File: src/pcsi_map.svh
// Purpose: offsets, fields, reset values and counts of the program counter core
// Assumes: byte addresses on a 32-bit classic Wishbone bus, one register per word
// Notes: definitions only
`ifndef PCSI_MAP_SVH
`define PCSI_MAP_SVH

// register byte addresses
`define PCSI_ADR_INDIRECT_DATA_PORT 8'h00
`define PCSI_ADR_PC_LOW_BYTE 8'h04
`define PCSI_ADR_STATUS 8'h08
`define PCSI_ADR_POINTER_REGISTER 8'h0C
`define PCSI_ADR_PC_HIGH_LATCH 8'h10

// widths and fields
`define PCSI_PC_W 13
`define PCSI_OPERAND_W 11
`define PCSI_LATCH_W 5
`define PCSI_LATCH_JUMP_HI 4
`define PCSI_LATCH_JUMP_LO 3
`define PCSI_STATUS_BANK_BIT 7
`define PCSI_EFF_ADDR_W 9
`define PCSI_STACK_DEPTH 8
`define PCSI_STACK_PTR_W 3

// reset values
`define PCSI_PC_RESET 13'h0000
`define PCSI_BYTE_RESET 8'h00
`define PCSI_LATCH_RESET 5'h00
`define PCSI_PTR_RESET 3'h0

// fixed addresses
`define PCSI_INT_VECTOR 13'h0004
`define PCSI_PORT_SELF_MASK 8'h7F
`define PCSI_PORT_SELF 8'h00

`endif

File: src/pcsi_pkg.sv
// Purpose: types shared by the program counter core
// Assumes: constants live in pcsi_map.svh
// Notes: none
package pcsi_pkg;

  // control-flow request from the instruction decoder
  typedef enum logic [2:0] {
    PCSI_OP_INCREMENT = 3'h0,
    PCSI_OP_CALL = 3'h1,
    PCSI_OP_DIRECT_JUMP = 3'h2,
    PCSI_OP_RETURN = 3'h3,
    PCSI_OP_EXIT_WITH_LITERAL = 3'h4,
    PCSI_OP_EXIT_FROM_INTERRUPT = 3'h5,
    PCSI_OP_INT_VECTOR = 3'h6,
    PCSI_OP_NONE = 3'h7
  } pcsi_op_type;

  // bus slave sequencing
  typedef enum logic [1:0] {
    PCSI_ST_IDLE = 2'b01,
    PCSI_ST_FILE = 2'b10
  } pcsi_state_type;

endpackage

File: src/pcsi_stack_if.sv
// Purpose: carries push and pop between the core and its return stack
// Assumes: one request per cycle, never push and pop together
// Notes: top_data is registered inside the stack
`timescale 1ns/100ps
`default_nettype none
`include "pcsi_map.svh"

interface pcsi_stack_if;
  logic push;
  logic pop;
  logic [`PCSI_PC_W-1:0] push_data;
  logic [`PCSI_PC_W-1:0] top_data;

  modport core (output push, output pop, output push_data, input top_data);
  modport stack (input push, input pop, input push_data, output top_data);
endinterface

`default_nettype wire

File: src/pcsi_stack.sv
// Purpose: eight-entry circular return stack
// Assumes: caller never pushes and pops in one cycle
// Notes: no overflow or underflow indication; pointer is internal only
`timescale 1ns/100ps
`default_nettype none
`include "pcsi_map.svh"

module pcsi_stack (
  // clock and reset
  input wire logic clk,
  input wire logic reset,
  // core side
  pcsi_stack_if.stack stk
);

  logic [`PCSI_PC_W-1:0] mem_reg [`PCSI_STACK_DEPTH];
  // no over/underflow flag: wrap is silent by design
  logic [`PCSI_STACK_PTR_W-1:0] ptr_reg;
  logic [`PCSI_STACK_PTR_W-1:0] ptr_next;
  logic [`PCSI_PC_W-1:0] top_reg;
  logic [`PCSI_PC_W-1:0] top_next;
  logic [`PCSI_STACK_PTR_W-1:0] below_idx;

  // 3-bit pointer wraps by itself: ninth push lands on the first slot
  assign ptr_next = stk.push ? ptr_reg + 3'h1 : (stk.pop ? ptr_reg - 3'h1 : ptr_reg);
  assign below_idx = ptr_reg - 3'h2;
  assign top_next = stk.push ? stk.push_data : (stk.pop ? mem_reg[below_idx] : top_reg);
  assign stk.top_data = top_reg;

  // storage itself is not reset; only the pointer and the top register get a defined value
  always_ff @(posedge clk) begin
    if (stk.push) begin
      mem_reg[ptr_reg] <= stk.push_data;
    end
  end

  always_ff @(posedge clk or posedge reset) begin
    if (reset) begin
      ptr_reg <= `PCSI_PTR_RESET;
      top_reg <= `PCSI_PC_RESET;
    end else begin
      ptr_reg <= ptr_next;
      top_reg <= top_next;
    end
  end

  AST_STACK_PUSH_TOP: assert property (@(posedge clk) disable iff (reset)
    stk.push |=> top_reg == $past(stk.push_data))
    else $error("stack top does not hold pushed value");

  AST_STACK_WRAP: assert property (@(posedge clk) disable iff (reset)
    stk.push |=> ptr_reg == $past(ptr_reg) + 3'h1)
    else $error("stack pointer did not advance modulo eight");

endmodule

`default_nettype wire

File: src/pcsi_core.sv
// Purpose: program counter, return stack control and indirect data addressing
// Assumes: decoder issues one op per cycle; register file answers rf_ack
// Notes: registers reached over classic Wishbone, 32-bit data, byte lane 0
`timescale 1ns/100ps
`default_nettype none
`include "pcsi_map.svh"

// Functional notes
// - program counter is thirteen bits wide and addresses program memory
// - low counter byte is a software readable and writable register
// - upper counter bits cannot be read; software loads them only via the high latch
// - writing the low byte loads upper bits from latch bits 4 to 0
// - call and direct jump take top two bits from latch bits 4 and 3
// - any reset clears the upper counter bits
// - eight-entry, thirteen-bit return stack outside program and data space
// - software can neither read nor write the stack pointer
// - call or interrupt vectoring pushes the incremented counter onto the stack
// - return, exit with literal and exit from interrupt pop the stack
// - pushes and pops leave the high latch untouched
// - stack is circular; ninth push overwrites the first entry
// - no overflow or underflow status is provided
// - indirect port accesses the register addressed by the pointer
// - indirect read with the port selecting itself returns zero
// - indirect write with the port selecting itself stores nothing
// - effective address is bank bit above the eight pointer bits
module pcsi_core (
  // clock and reset
  input wire logic clk,
  input wire logic reset,
  // wishbone slave
  input wire logic wb_cyc_i,
  input wire logic wb_stb_i,
  input wire logic wb_we_i,
  input wire logic [7:0] wb_adr_i,
  input wire logic [3:0] wb_sel_i,
  input wire logic [31:0] wb_dat_i,
  output logic [31:0] wb_dat_o,
  output logic wb_ack_o,
  // instruction decoder
  input wire logic op_valid,
  input wire pcsi_pkg::pcsi_op_type op_kind,
  input wire logic [`PCSI_OPERAND_W-1:0] op_operand,
  output logic op_ready,
  output logic [`PCSI_PC_W-1:0] pc_out,
  // register file
  output logic rf_rd,
  output logic rf_wr,
  output logic [`PCSI_EFF_ADDR_W-1:0] rf_addr,
  output logic [7:0] rf_wdata,
  input wire logic [7:0] rf_rdata,
  input wire logic rf_ack
);

  pcsi_stack_if stk ();

  pcsi_stack u_stack (
    .clk(clk),
    .reset(reset),
    .stk(stk)
  );

  // state
  logic [`PCSI_PC_W-1:0] pc_reg;
  logic [`PCSI_PC_W-1:0] pc_next;
  logic [`PCSI_LATCH_W-1:0] latch_reg;
  logic [`PCSI_LATCH_W-1:0] latch_next;
  logic [7:0] ptr_reg;
  logic [7:0] ptr_next;
  logic bank_reg;
  logic bank_next;
  logic ack_reg;
  logic [31:0] dat_reg;
  logic [31:0] dat_next;
  logic [`PCSI_EFF_ADDR_W-1:0] rf_addr_reg;
  logic [7:0] rf_wdata_reg;
  pcsi_pkg::pcsi_state_type state_reg;
  pcsi_pkg::pcsi_state_type state_next;

  // bus decode
  wire req = wb_cyc_i & wb_stb_i & ~ack_reg;
  wire lane0 = wb_sel_i[0];
  wire in_idle = state_reg == pcsi_pkg::PCSI_ST_IDLE;
  wire in_file = state_reg == pcsi_pkg::PCSI_ST_FILE;
  wire hit_ind = wb_adr_i == `PCSI_ADR_INDIRECT_DATA_PORT;
  wire hit_pcl = wb_adr_i == `PCSI_ADR_PC_LOW_BYTE;
  wire hit_stat = wb_adr_i == `PCSI_ADR_STATUS;
  wire hit_ptr = wb_adr_i == `PCSI_ADR_POINTER_REGISTER;
  wire hit_latch = wb_adr_i == `PCSI_ADR_PC_HIGH_LATCH;
  wire local_req = req & in_idle;
  wire wr_local = local_req & wb_we_i & lane0;
  wire wr_pcl = wr_local & hit_pcl;
  wire wr_latch = wr_local & hit_latch;
  wire wr_ptr = wr_local & hit_ptr;
  wire wr_stat = wr_local & hit_stat;

  // port selects itself when the pointer names the port in any bank
  wire ind_self = (ptr_reg & `PCSI_PORT_SELF_MASK) == `PCSI_PORT_SELF;
  wire ind_go = local_req & hit_ind & ~ind_self & (lane0 | ~wb_we_i);
  wire [`PCSI_EFF_ADDR_W-1:0] eff_addr = {bank_reg, ptr_reg};

  // counter sources
  wire [`PCSI_PC_W-1:0] pc_inc = pc_reg + 13'h0001;
  wire [`PCSI_PC_W-1:0] pc_from_low = {latch_reg, wb_dat_i[7:0]};
  wire [`PCSI_PC_W-1:0] pc_from_operand = {latch_reg[`PCSI_LATCH_JUMP_HI:`PCSI_LATCH_JUMP_LO], op_operand};
  wire op_take = op_valid & ~wr_pcl;
  wire is_call = op_kind == pcsi_pkg::PCSI_OP_CALL;
  wire is_vec = op_kind == pcsi_pkg::PCSI_OP_INT_VECTOR;
  wire is_ret = (op_kind == pcsi_pkg::PCSI_OP_RETURN) |
                (op_kind == pcsi_pkg::PCSI_OP_EXIT_WITH_LITERAL) |
                (op_kind == pcsi_pkg::PCSI_OP_EXIT_FROM_INTERRUPT);

  // a software write to the low byte wins; the decoder waits one cycle
  assign op_ready = ~wr_pcl;

  // return address is the counter after the current instruction
  assign stk.push = op_take & (is_call | is_vec);
  assign stk.pop = op_take & is_ret;
  assign stk.push_data = pc_inc;

  always_comb begin
    pc_next = pc_reg;
    if (wr_pcl) begin
      pc_next = pc_from_low;
    end else if (op_take) begin
      case (op_kind)
        pcsi_pkg::PCSI_OP_INCREMENT: pc_next = pc_inc;
        pcsi_pkg::PCSI_OP_CALL: pc_next = pc_from_operand;
        pcsi_pkg::PCSI_OP_DIRECT_JUMP: pc_next = pc_from_operand;
        pcsi_pkg::PCSI_OP_RETURN: pc_next = stk.top_data;
        pcsi_pkg::PCSI_OP_EXIT_WITH_LITERAL: pc_next = stk.top_data;
        pcsi_pkg::PCSI_OP_EXIT_FROM_INTERRUPT: pc_next = stk.top_data;
        pcsi_pkg::PCSI_OP_INT_VECTOR: pc_next = `PCSI_INT_VECTOR;
        default: pc_next = pc_reg;
      endcase
    end
  end

  // latch changes only by software; stack traffic never touches it
  assign latch_next = wr_latch ? wb_dat_i[`PCSI_LATCH_W-1:0] : latch_reg;
  assign ptr_next = wr_ptr ? wb_dat_i[7:0] : ptr_reg;
  assign bank_next = wr_stat ? wb_dat_i[`PCSI_STATUS_BANK_BIT] : bank_reg;

  // read data; upper counter bits and stack pointer have no read path
  wire [31:0] rd_pcl = {24'h000000, pc_reg[7:0]};
  wire [31:0] rd_stat = {24'h000000, bank_reg, 7'h00};
  wire [31:0] rd_ptr = {24'h000000, ptr_reg};
  wire [31:0] rd_latch = {27'h0000000, latch_reg};
  wire [31:0] rd_file = {24'h000000, rf_rdata};
  wire [31:0] rd_local;
  // unmapped addresses and a self-selecting port read as zero
  assign rd_local = hit_pcl ? rd_pcl :
                    hit_stat ? rd_stat :
                    hit_ptr ? rd_ptr :
                    hit_latch ? rd_latch : 32'h00000000;

  always_comb begin
    state_next = state_reg;
    dat_next = dat_reg;
    case (state_reg)
      pcsi_pkg::PCSI_ST_IDLE: begin
        if (ind_go) begin
          state_next = pcsi_pkg::PCSI_ST_FILE;
        end else if (local_req) begin
          dat_next = wb_we_i ? 32'h00000000 : rd_local;
        end
      end
      pcsi_pkg::PCSI_ST_FILE: begin
        if (rf_ack) begin
          state_next = pcsi_pkg::PCSI_ST_IDLE;
          dat_next = wb_we_i ? 32'h00000000 : rd_file;
        end
      end
      default: state_next = pcsi_pkg::PCSI_ST_IDLE;
    endcase
  end

  wire ack_next = (local_req & ~ind_go) | (in_file & rf_ack);

  // register file strobes held until the file answers
  assign rf_rd = in_file & ~wb_we_i;
  assign rf_wr = in_file & wb_we_i;
  assign rf_addr = rf_addr_reg;
  assign rf_wdata = rf_wdata_reg;
  assign wb_ack_o = ack_reg;
  assign wb_dat_o = dat_reg;
  assign pc_out = pc_reg;

  always_ff @(posedge clk or posedge reset) begin
    if (reset) begin
      pc_reg <= `PCSI_PC_RESET;
      latch_reg <= `PCSI_LATCH_RESET;
      ptr_reg <= `PCSI_BYTE_RESET;
      bank_reg <= 1'b0;
    end else begin
      pc_reg <= pc_next;
      latch_reg <= latch_next;
      ptr_reg <= ptr_next;
      bank_reg <= bank_next;
    end
  end

  always_ff @(posedge clk or posedge reset) begin
    if (reset) begin
      state_reg <= pcsi_pkg::PCSI_ST_IDLE;
      ack_reg <= 1'b0;
      dat_reg <= 32'h00000000;
    end else begin
      state_reg <= state_next;
      ack_reg <= ack_next;
      dat_reg <= dat_next;
    end
  end

  always_ff @(posedge clk or posedge reset) begin
    if (reset) begin
      rf_addr_reg <= 9'h000;
      rf_wdata_reg <= `PCSI_BYTE_RESET;
    end else if (ind_go) begin
      rf_addr_reg <= eff_addr;
      rf_wdata_reg <= wb_dat_i[7:0];
    end
  end

  // checks
  AST_PCL_LOAD: assert property (@(posedge clk) disable iff (reset)
    wr_pcl |=> pc_reg == {$past(latch_reg), $past(wb_dat_i[7:0])})
    else $error("low byte write did not load counter from latch");

  AST_JUMP_LOAD: assert property (@(posedge clk) disable iff (reset)
    (op_take && op_kind == pcsi_pkg::PCSI_OP_DIRECT_JUMP) |=>
      pc_reg[12:11] == $past(latch_reg[4:3]) && pc_reg[10:0] == $past(op_operand))
    else $error("direct jump did not combine latch and operand");

  AST_CALL_PUSH: assert property (@(posedge clk) disable iff (reset)
    (op_take && is_call) |=> stk.top_data == $past(pc_reg) + 13'h0001)
    else $error("call did not push return address");

  AST_RET_POP: assert property (@(posedge clk) disable iff (reset)
    (op_take && is_ret) |=> pc_reg == $past(stk.top_data))
    else $error("return did not load counter from stack top");

  AST_LATCH_KEPT: assert property (@(posedge clk) disable iff (reset)
    ((stk.push || stk.pop) && !wr_latch) |=> $stable(latch_reg))
    else $error("stack traffic disturbed the high latch");

  AST_SELF_READ_ZERO: assert property (@(posedge clk) disable iff (reset)
    (local_req && hit_ind && ind_self && !wb_we_i) |=> wb_ack_o && wb_dat_o == 32'h00000000)
    else $error("self-selected indirect read was not zero");

  AST_SELF_NO_WRITE: assert property (@(posedge clk) disable iff (reset)
    (local_req && hit_ind && ind_self) |=> !rf_wr && !rf_rd)
    else $error("self-selected indirect access reached the file");

  AST_EFF_ADDR: assert property (@(posedge clk) disable iff (reset)
    ind_go |=> rf_addr == {$past(bank_reg), $past(ptr_reg)} && (rf_rd || rf_wr))
    else $error("effective address wrong");

  AST_INC_13BIT: assert property (@(posedge clk) disable iff (reset)
    (op_take && op_kind == pcsi_pkg::PCSI_OP_INCREMENT) |=> pc_reg == $past(pc_reg) + 13'h0001)
    else $error("counter did not increment");

  AST_ACK_DROP: assert property (@(posedge clk) disable iff (reset)
    wb_ack_o |=> !wb_ack_o)
    else $error("ack held longer than one cycle");

  COV_CALL: cover property (@(posedge clk) disable iff (reset) op_take && is_call);
  COV_RET: cover property (@(posedge clk) disable iff (reset) op_take && is_ret);
  COV_IND_READ: cover property (@(posedge clk) disable iff (reset) rf_rd && rf_ack);
  COV_PCL_WRITE: cover property (@(posedge clk) disable iff (reset) wr_pcl);

endmodule

`default_nettype wire

File: config.mk
export PLATFORM = sky130hd
export DESIGN_NAME = pcsi_core
export DESIGN_NICKNAME = d
export VERILOG_FILES = /design/src/pcsi_pkg.sv /design/src/pcsi_stack_if.sv /design/src/pcsi_stack.sv /design/src/pcsi_core.sv
export VERILOG_INCLUDE_DIRS = /design/src
export SDC_FILE = /design/constraint.sdc
export NUM_CORES = 1
export LEC_CHECK = 0
export CORE_UTILIZATION = 30
export CTS_BUF_LIST = sky130_fd_sc_hd__clkbuf_4 sky130_fd_sc_hd__clkbuf_8
export DETAILED_ROUTE_END_ITERATION = 10
export DONT_BUFFER_PORTS = 1
export GPL_ROUTABILITY_DRIVEN = 0
export SYNTH_ARGS = -nofsm -noshare
export SYNTH_HDL_FRONTEND = slang
export SYNTH_SLANG_ARGS = --single-unit
File: constraint.sdc
create_clock -name clk -period 3.7 [get_ports clk]
set_input_delay 0.37 -clock clk [delete_from_list [all_inputs] [get_ports clk]]
set_output_delay 0.37 -clock clk [all_outputs]
set_load 0.02 [all_outputs]
==> run_results.csv <==
group,metric,value,unit
routing,drc,0,
cells_and_area,drive_above_1_share,23.5,%
critical_path,r2r_slack,880,ps
critical_path,cp.arrival,2540,ps
critical_path,worstPathRequired,3330,ps
clock_network,clock_latency,470,ps
worst_hold_path,hold_path_class,"primary input to flip-flop",
clock_network,path_clk_slew,90,ps
routing,route.antenna.remaining_nets,0,
pwr,vdd_drop_max,0.206,mV
routing,drt-total-wl,19300,um
cells_and_area,nets,684,
critical_path,cp_slowest_stage_delay,650,ps
pwr,swShare,33.1,%
timing,finalCritPeriodShare,78.7,%
clock_network,cts_resized,0,
yosys,ys_warn_count,0,
timing,rsz0062_at_grt,"no",
critical_path,start_kind,"flip-flop",
pwr,cellInternalPower,0.00362,W
timing,finalHoldViolations,0,
yosys,synth_top_area_cell,"edfxtp_1",
floorplan,core-area,0.0270,mm^2
routing,vias_per_cell,5.17,
place,hpwl,13500,um
critical_path,path_max_fanout,17,
flow_run,drv_cap,0,
place,dp_slack,834,ps
routing,drt_iter0_drc,486,
global_routing,grt_pass1_vias,4788,
timing,fin_crit,2910,ps
clock_network,cts_sinks,175,
critical_path,worstSetupPathType,"flip-flop to primary output",
global_routing,grt_max_degree,33,
yosys,synth_top_area_share,37.7,%
yosys,async_reset_ff_share,40.6,%
critical_path,r2r_start,"state_reg[0]",
pwr,power_frac_comb,27.5,%
yosys,synth_edf_count,104,
yosys,netlist_instances,600,
yosys,synth_area,0.00828,mm^2
yosys,ys_top_cells_by_area,"edfxtp_1 38%, dfrtp_1 21%, mux4_2 7.1%",
pwr,p_sw,0.00179,W
pwr,sequentialPowerShare,48.6,%
global_routing,grt_overflow,0,
timing,fin_ws,786,ps
routing,vias,4966,
yosys,synth-main-ff-cell,"edfxtp_1",
timing,fin_skew,15.0,ps
critical_path,cp-end-kind,"primary output",
yosys,avgSynthCellArea,13.8,um^2
critical_path,path_cells,"nand3_1, or4_1, nor2_4, inv_1",
timing,setup_viol,0,
floorplan,dieHeight,168,um
pwr,p_leak,3.37,nW
cells_and_area,area_growth,8.73,%
floorplan,die_area,0.0283,mm^2
timing,tightest_slew,947,ps
floorplan,floorplan.initialDensity,30.6,%
yosys,synth_cell_types,70,
clock_network,cts.path.max_buffers,2,
critical_path,crit_slowest_cell,"or4_1",
timing,holdWs,30.6,ps
timing,final_max_slew_viol_count,0,
floorplan,fp.dieW,168,um
floorplan,fp-row-count,60,
clock_network,htree_num_levels,4,
routing,dr.pass1.iters,5,
timing,tns,0,ps
timing,slew_headroom,36.8,%
worst_hold_path,hp-start,"wb_dat_i[4]",
pwr,powerDensity,602,mW/mm^2
routing,wl_per_cell,20.1,um
run_status,status,"finished clean",
place,port-buffer-count,0,
global_routing,grt_pass1_wl,29600,um
clock_network,cts-root-buf,"clkbuf_8",
timing,timing.fmax,343,MHz
yosys,synth-seq-cells,175,
yosys,synth-seq-area-share,59.2,%
clock_network,cts_buffers,17,
cells_and_area,largest_reg_flops,104,
clock_network,cts_tree,"yes",
critical_path,critPathLaunch,"state_reg[0]",
global_routing,antenna_found_initial,0,
pwr,clockPowerShare,24.0,%
floorplan,io_pins,139,
global_routing,grtUsageTotal,14.0,%
==> final timing paths <==
| path | endpoint | depth (start not counted) |
|---|---|---|
| min in group asynchronous | u_stack.stk.top_data[0] | 2 |
| hold reg to reg | u_stack.stk.top_data[8] | 2 |
| setup reg to reg | u_stack.ptr_reg[1] | 6 |
| max in group asynchronous | wb_dat_o[5] | 3 |
| hold / removal | pc_out[4] | 2 |
| setup / recovery | op_ready | 4 |
==> power groups by stage <==
| stage | sequential (W) | combinational [W] | clock, W |
|---|---|---|---|
| 2_1_floorplan | 0.00253 | 0.00123 | 0 |
| 3_5_place_dp | 0.00268 | 0.00152 | 0 |
| 4_1_cts | 0.00264 | 0.00152 | 0.00133 |
| 5_1_grt | 0.00267 | 0.00162 | 0.00141 |
| 6_report | 0.00263 | 0.00149 | 0.00130 |
| 3_3_place_gp | 0.00268 | 0.00150 | 0 |
==> synth_stat cells (8+ instances only) <==
| library cell | count |
|---|---|
| and3_1 | 9 |
| a221o_1 | 9 |
| mux4_2 | 26 |
| xnor2_1 | 9 |
| edfxtp_1 | 104 |
| inv_1 | 16 |
| mux2i_1 | 13 |
| o21ai_0 | 33 |
| nor2_1 | 23 |
| nor3_1 | 9 |
| nor2b_1 | 12 |
| buf_2 | 8 |
| nand2_1 | 41 |
| a21oi_1 | 15 |
| buf_4 | 25 |
| clkbuf_1 | 17 |
| dfrtp_1 | 70 |
| mux2_2 | 40 |
| nand3_1 | 11 |
==> repair_timing <==
action | CTS | global route
setup buffers | 0 | 0
hold buffers | 3 | 0
endpoints found under the hold margin | 19 | 0
==> stage by stage <==
step                      util (%)  power [W]  std cells  instance area, um^2
after floorplan                  -    0.00376        623                 8370
after global placement        31.8    0.00417        924                 8590
after CTS                     33.3    0.00549        959                 9000
final                         33.3    0.00542        960                 9010
after global routing          33.3    0.00570        959                 9000
after detailed placement      31.8    0.00420        924                 8590
==> cells in the final DEF (no fill, tap or decap), types with 5 or more instances in the layout <==
| cell | Yosys | final |
|---|---|---|
| edfxtp_1 | 104 | 104 |
| conb_1 | 1 | 24 |
| a221o_1 | 9 | 9 |
| o21ai_0 | 33 | 33 |
| dfrtp_1 | 70 | 69 |
| and3_1 | 9 | 9 |
| nor2b_1 | 12 | 12 |
| nand3_1 | 11 | 11 |
| mux2i_1 | 13 | 13 |
| nor3_1 | 9 | 9 |
| mux2_2 | 40 | 40 |
| xnor2_1 | 9 | 9 |
| a211oi_2 | 6 | 6 |
| ha_1 | 5 | 5 |
| o31ai_1 | 6 | 6 |
| a21oi_1 | 15 | 15 |
| a2bb2oi_1 | 6 | 6 |
| inv_1 | 16 | 15 |
| buf_4 | 25 | 16 |
| mux4_2 | 26 | 26 |
| clkbuf_8 | 0 | 18 |
| nor2_1 | 23 | 23 |
| nand2_1 | 41 | 41 |
==> worst max-delay path, delay by kind of cell, from the launching register on <==
family / cells / cell delay (ps)
simple gates: 3 / 1150
flops: 1 / 550
buf+inv: 1 / 390
==> per-layer routing <==
layer	vias to the layer above	global-route usage, %	part of all wire (%)
li1	2245	-	-
met5	-	0	0
met3	20	3.64	5.5
met1	2576	18.1	43
met4	0	4.66	1.7
met2	125	22.9	50
==> cells by family (layout without fill, tap and decap cells) <==
group                    after synthesis  count (layout)  share of synthesized area [%]
buffers and inverters                 74              69                           4.98
other                                  1              25                         0.0453
multiplexers                          81              81                           14.4
AND/OR/NAND/NOR                      141             141                           9.27
adder cells (fa/ha/maj)                6               6                          0.997
XOR/XNOR                              13              13                           1.37
flip-flops                           175             175                           59.2
AO/OA/AOI/OAI                        109             109                           9.80
==> layout make-up <==
class / count / area [um^2]
Antenna cell: 1 / 2.50
Clock buffer: 22 / 278
Clock inverter: 10 / 103
Fill cell: 2647 / 18000
Inverter: 18 / 68.8
Multi-Input combinational cell: 374 / 3080
Sequential cell: 175 / 4900
Tap cell: 341 / 427
Timing Repair Buffer: 19 / 150
Note: power is estimated with default switching activity, not from simulation.
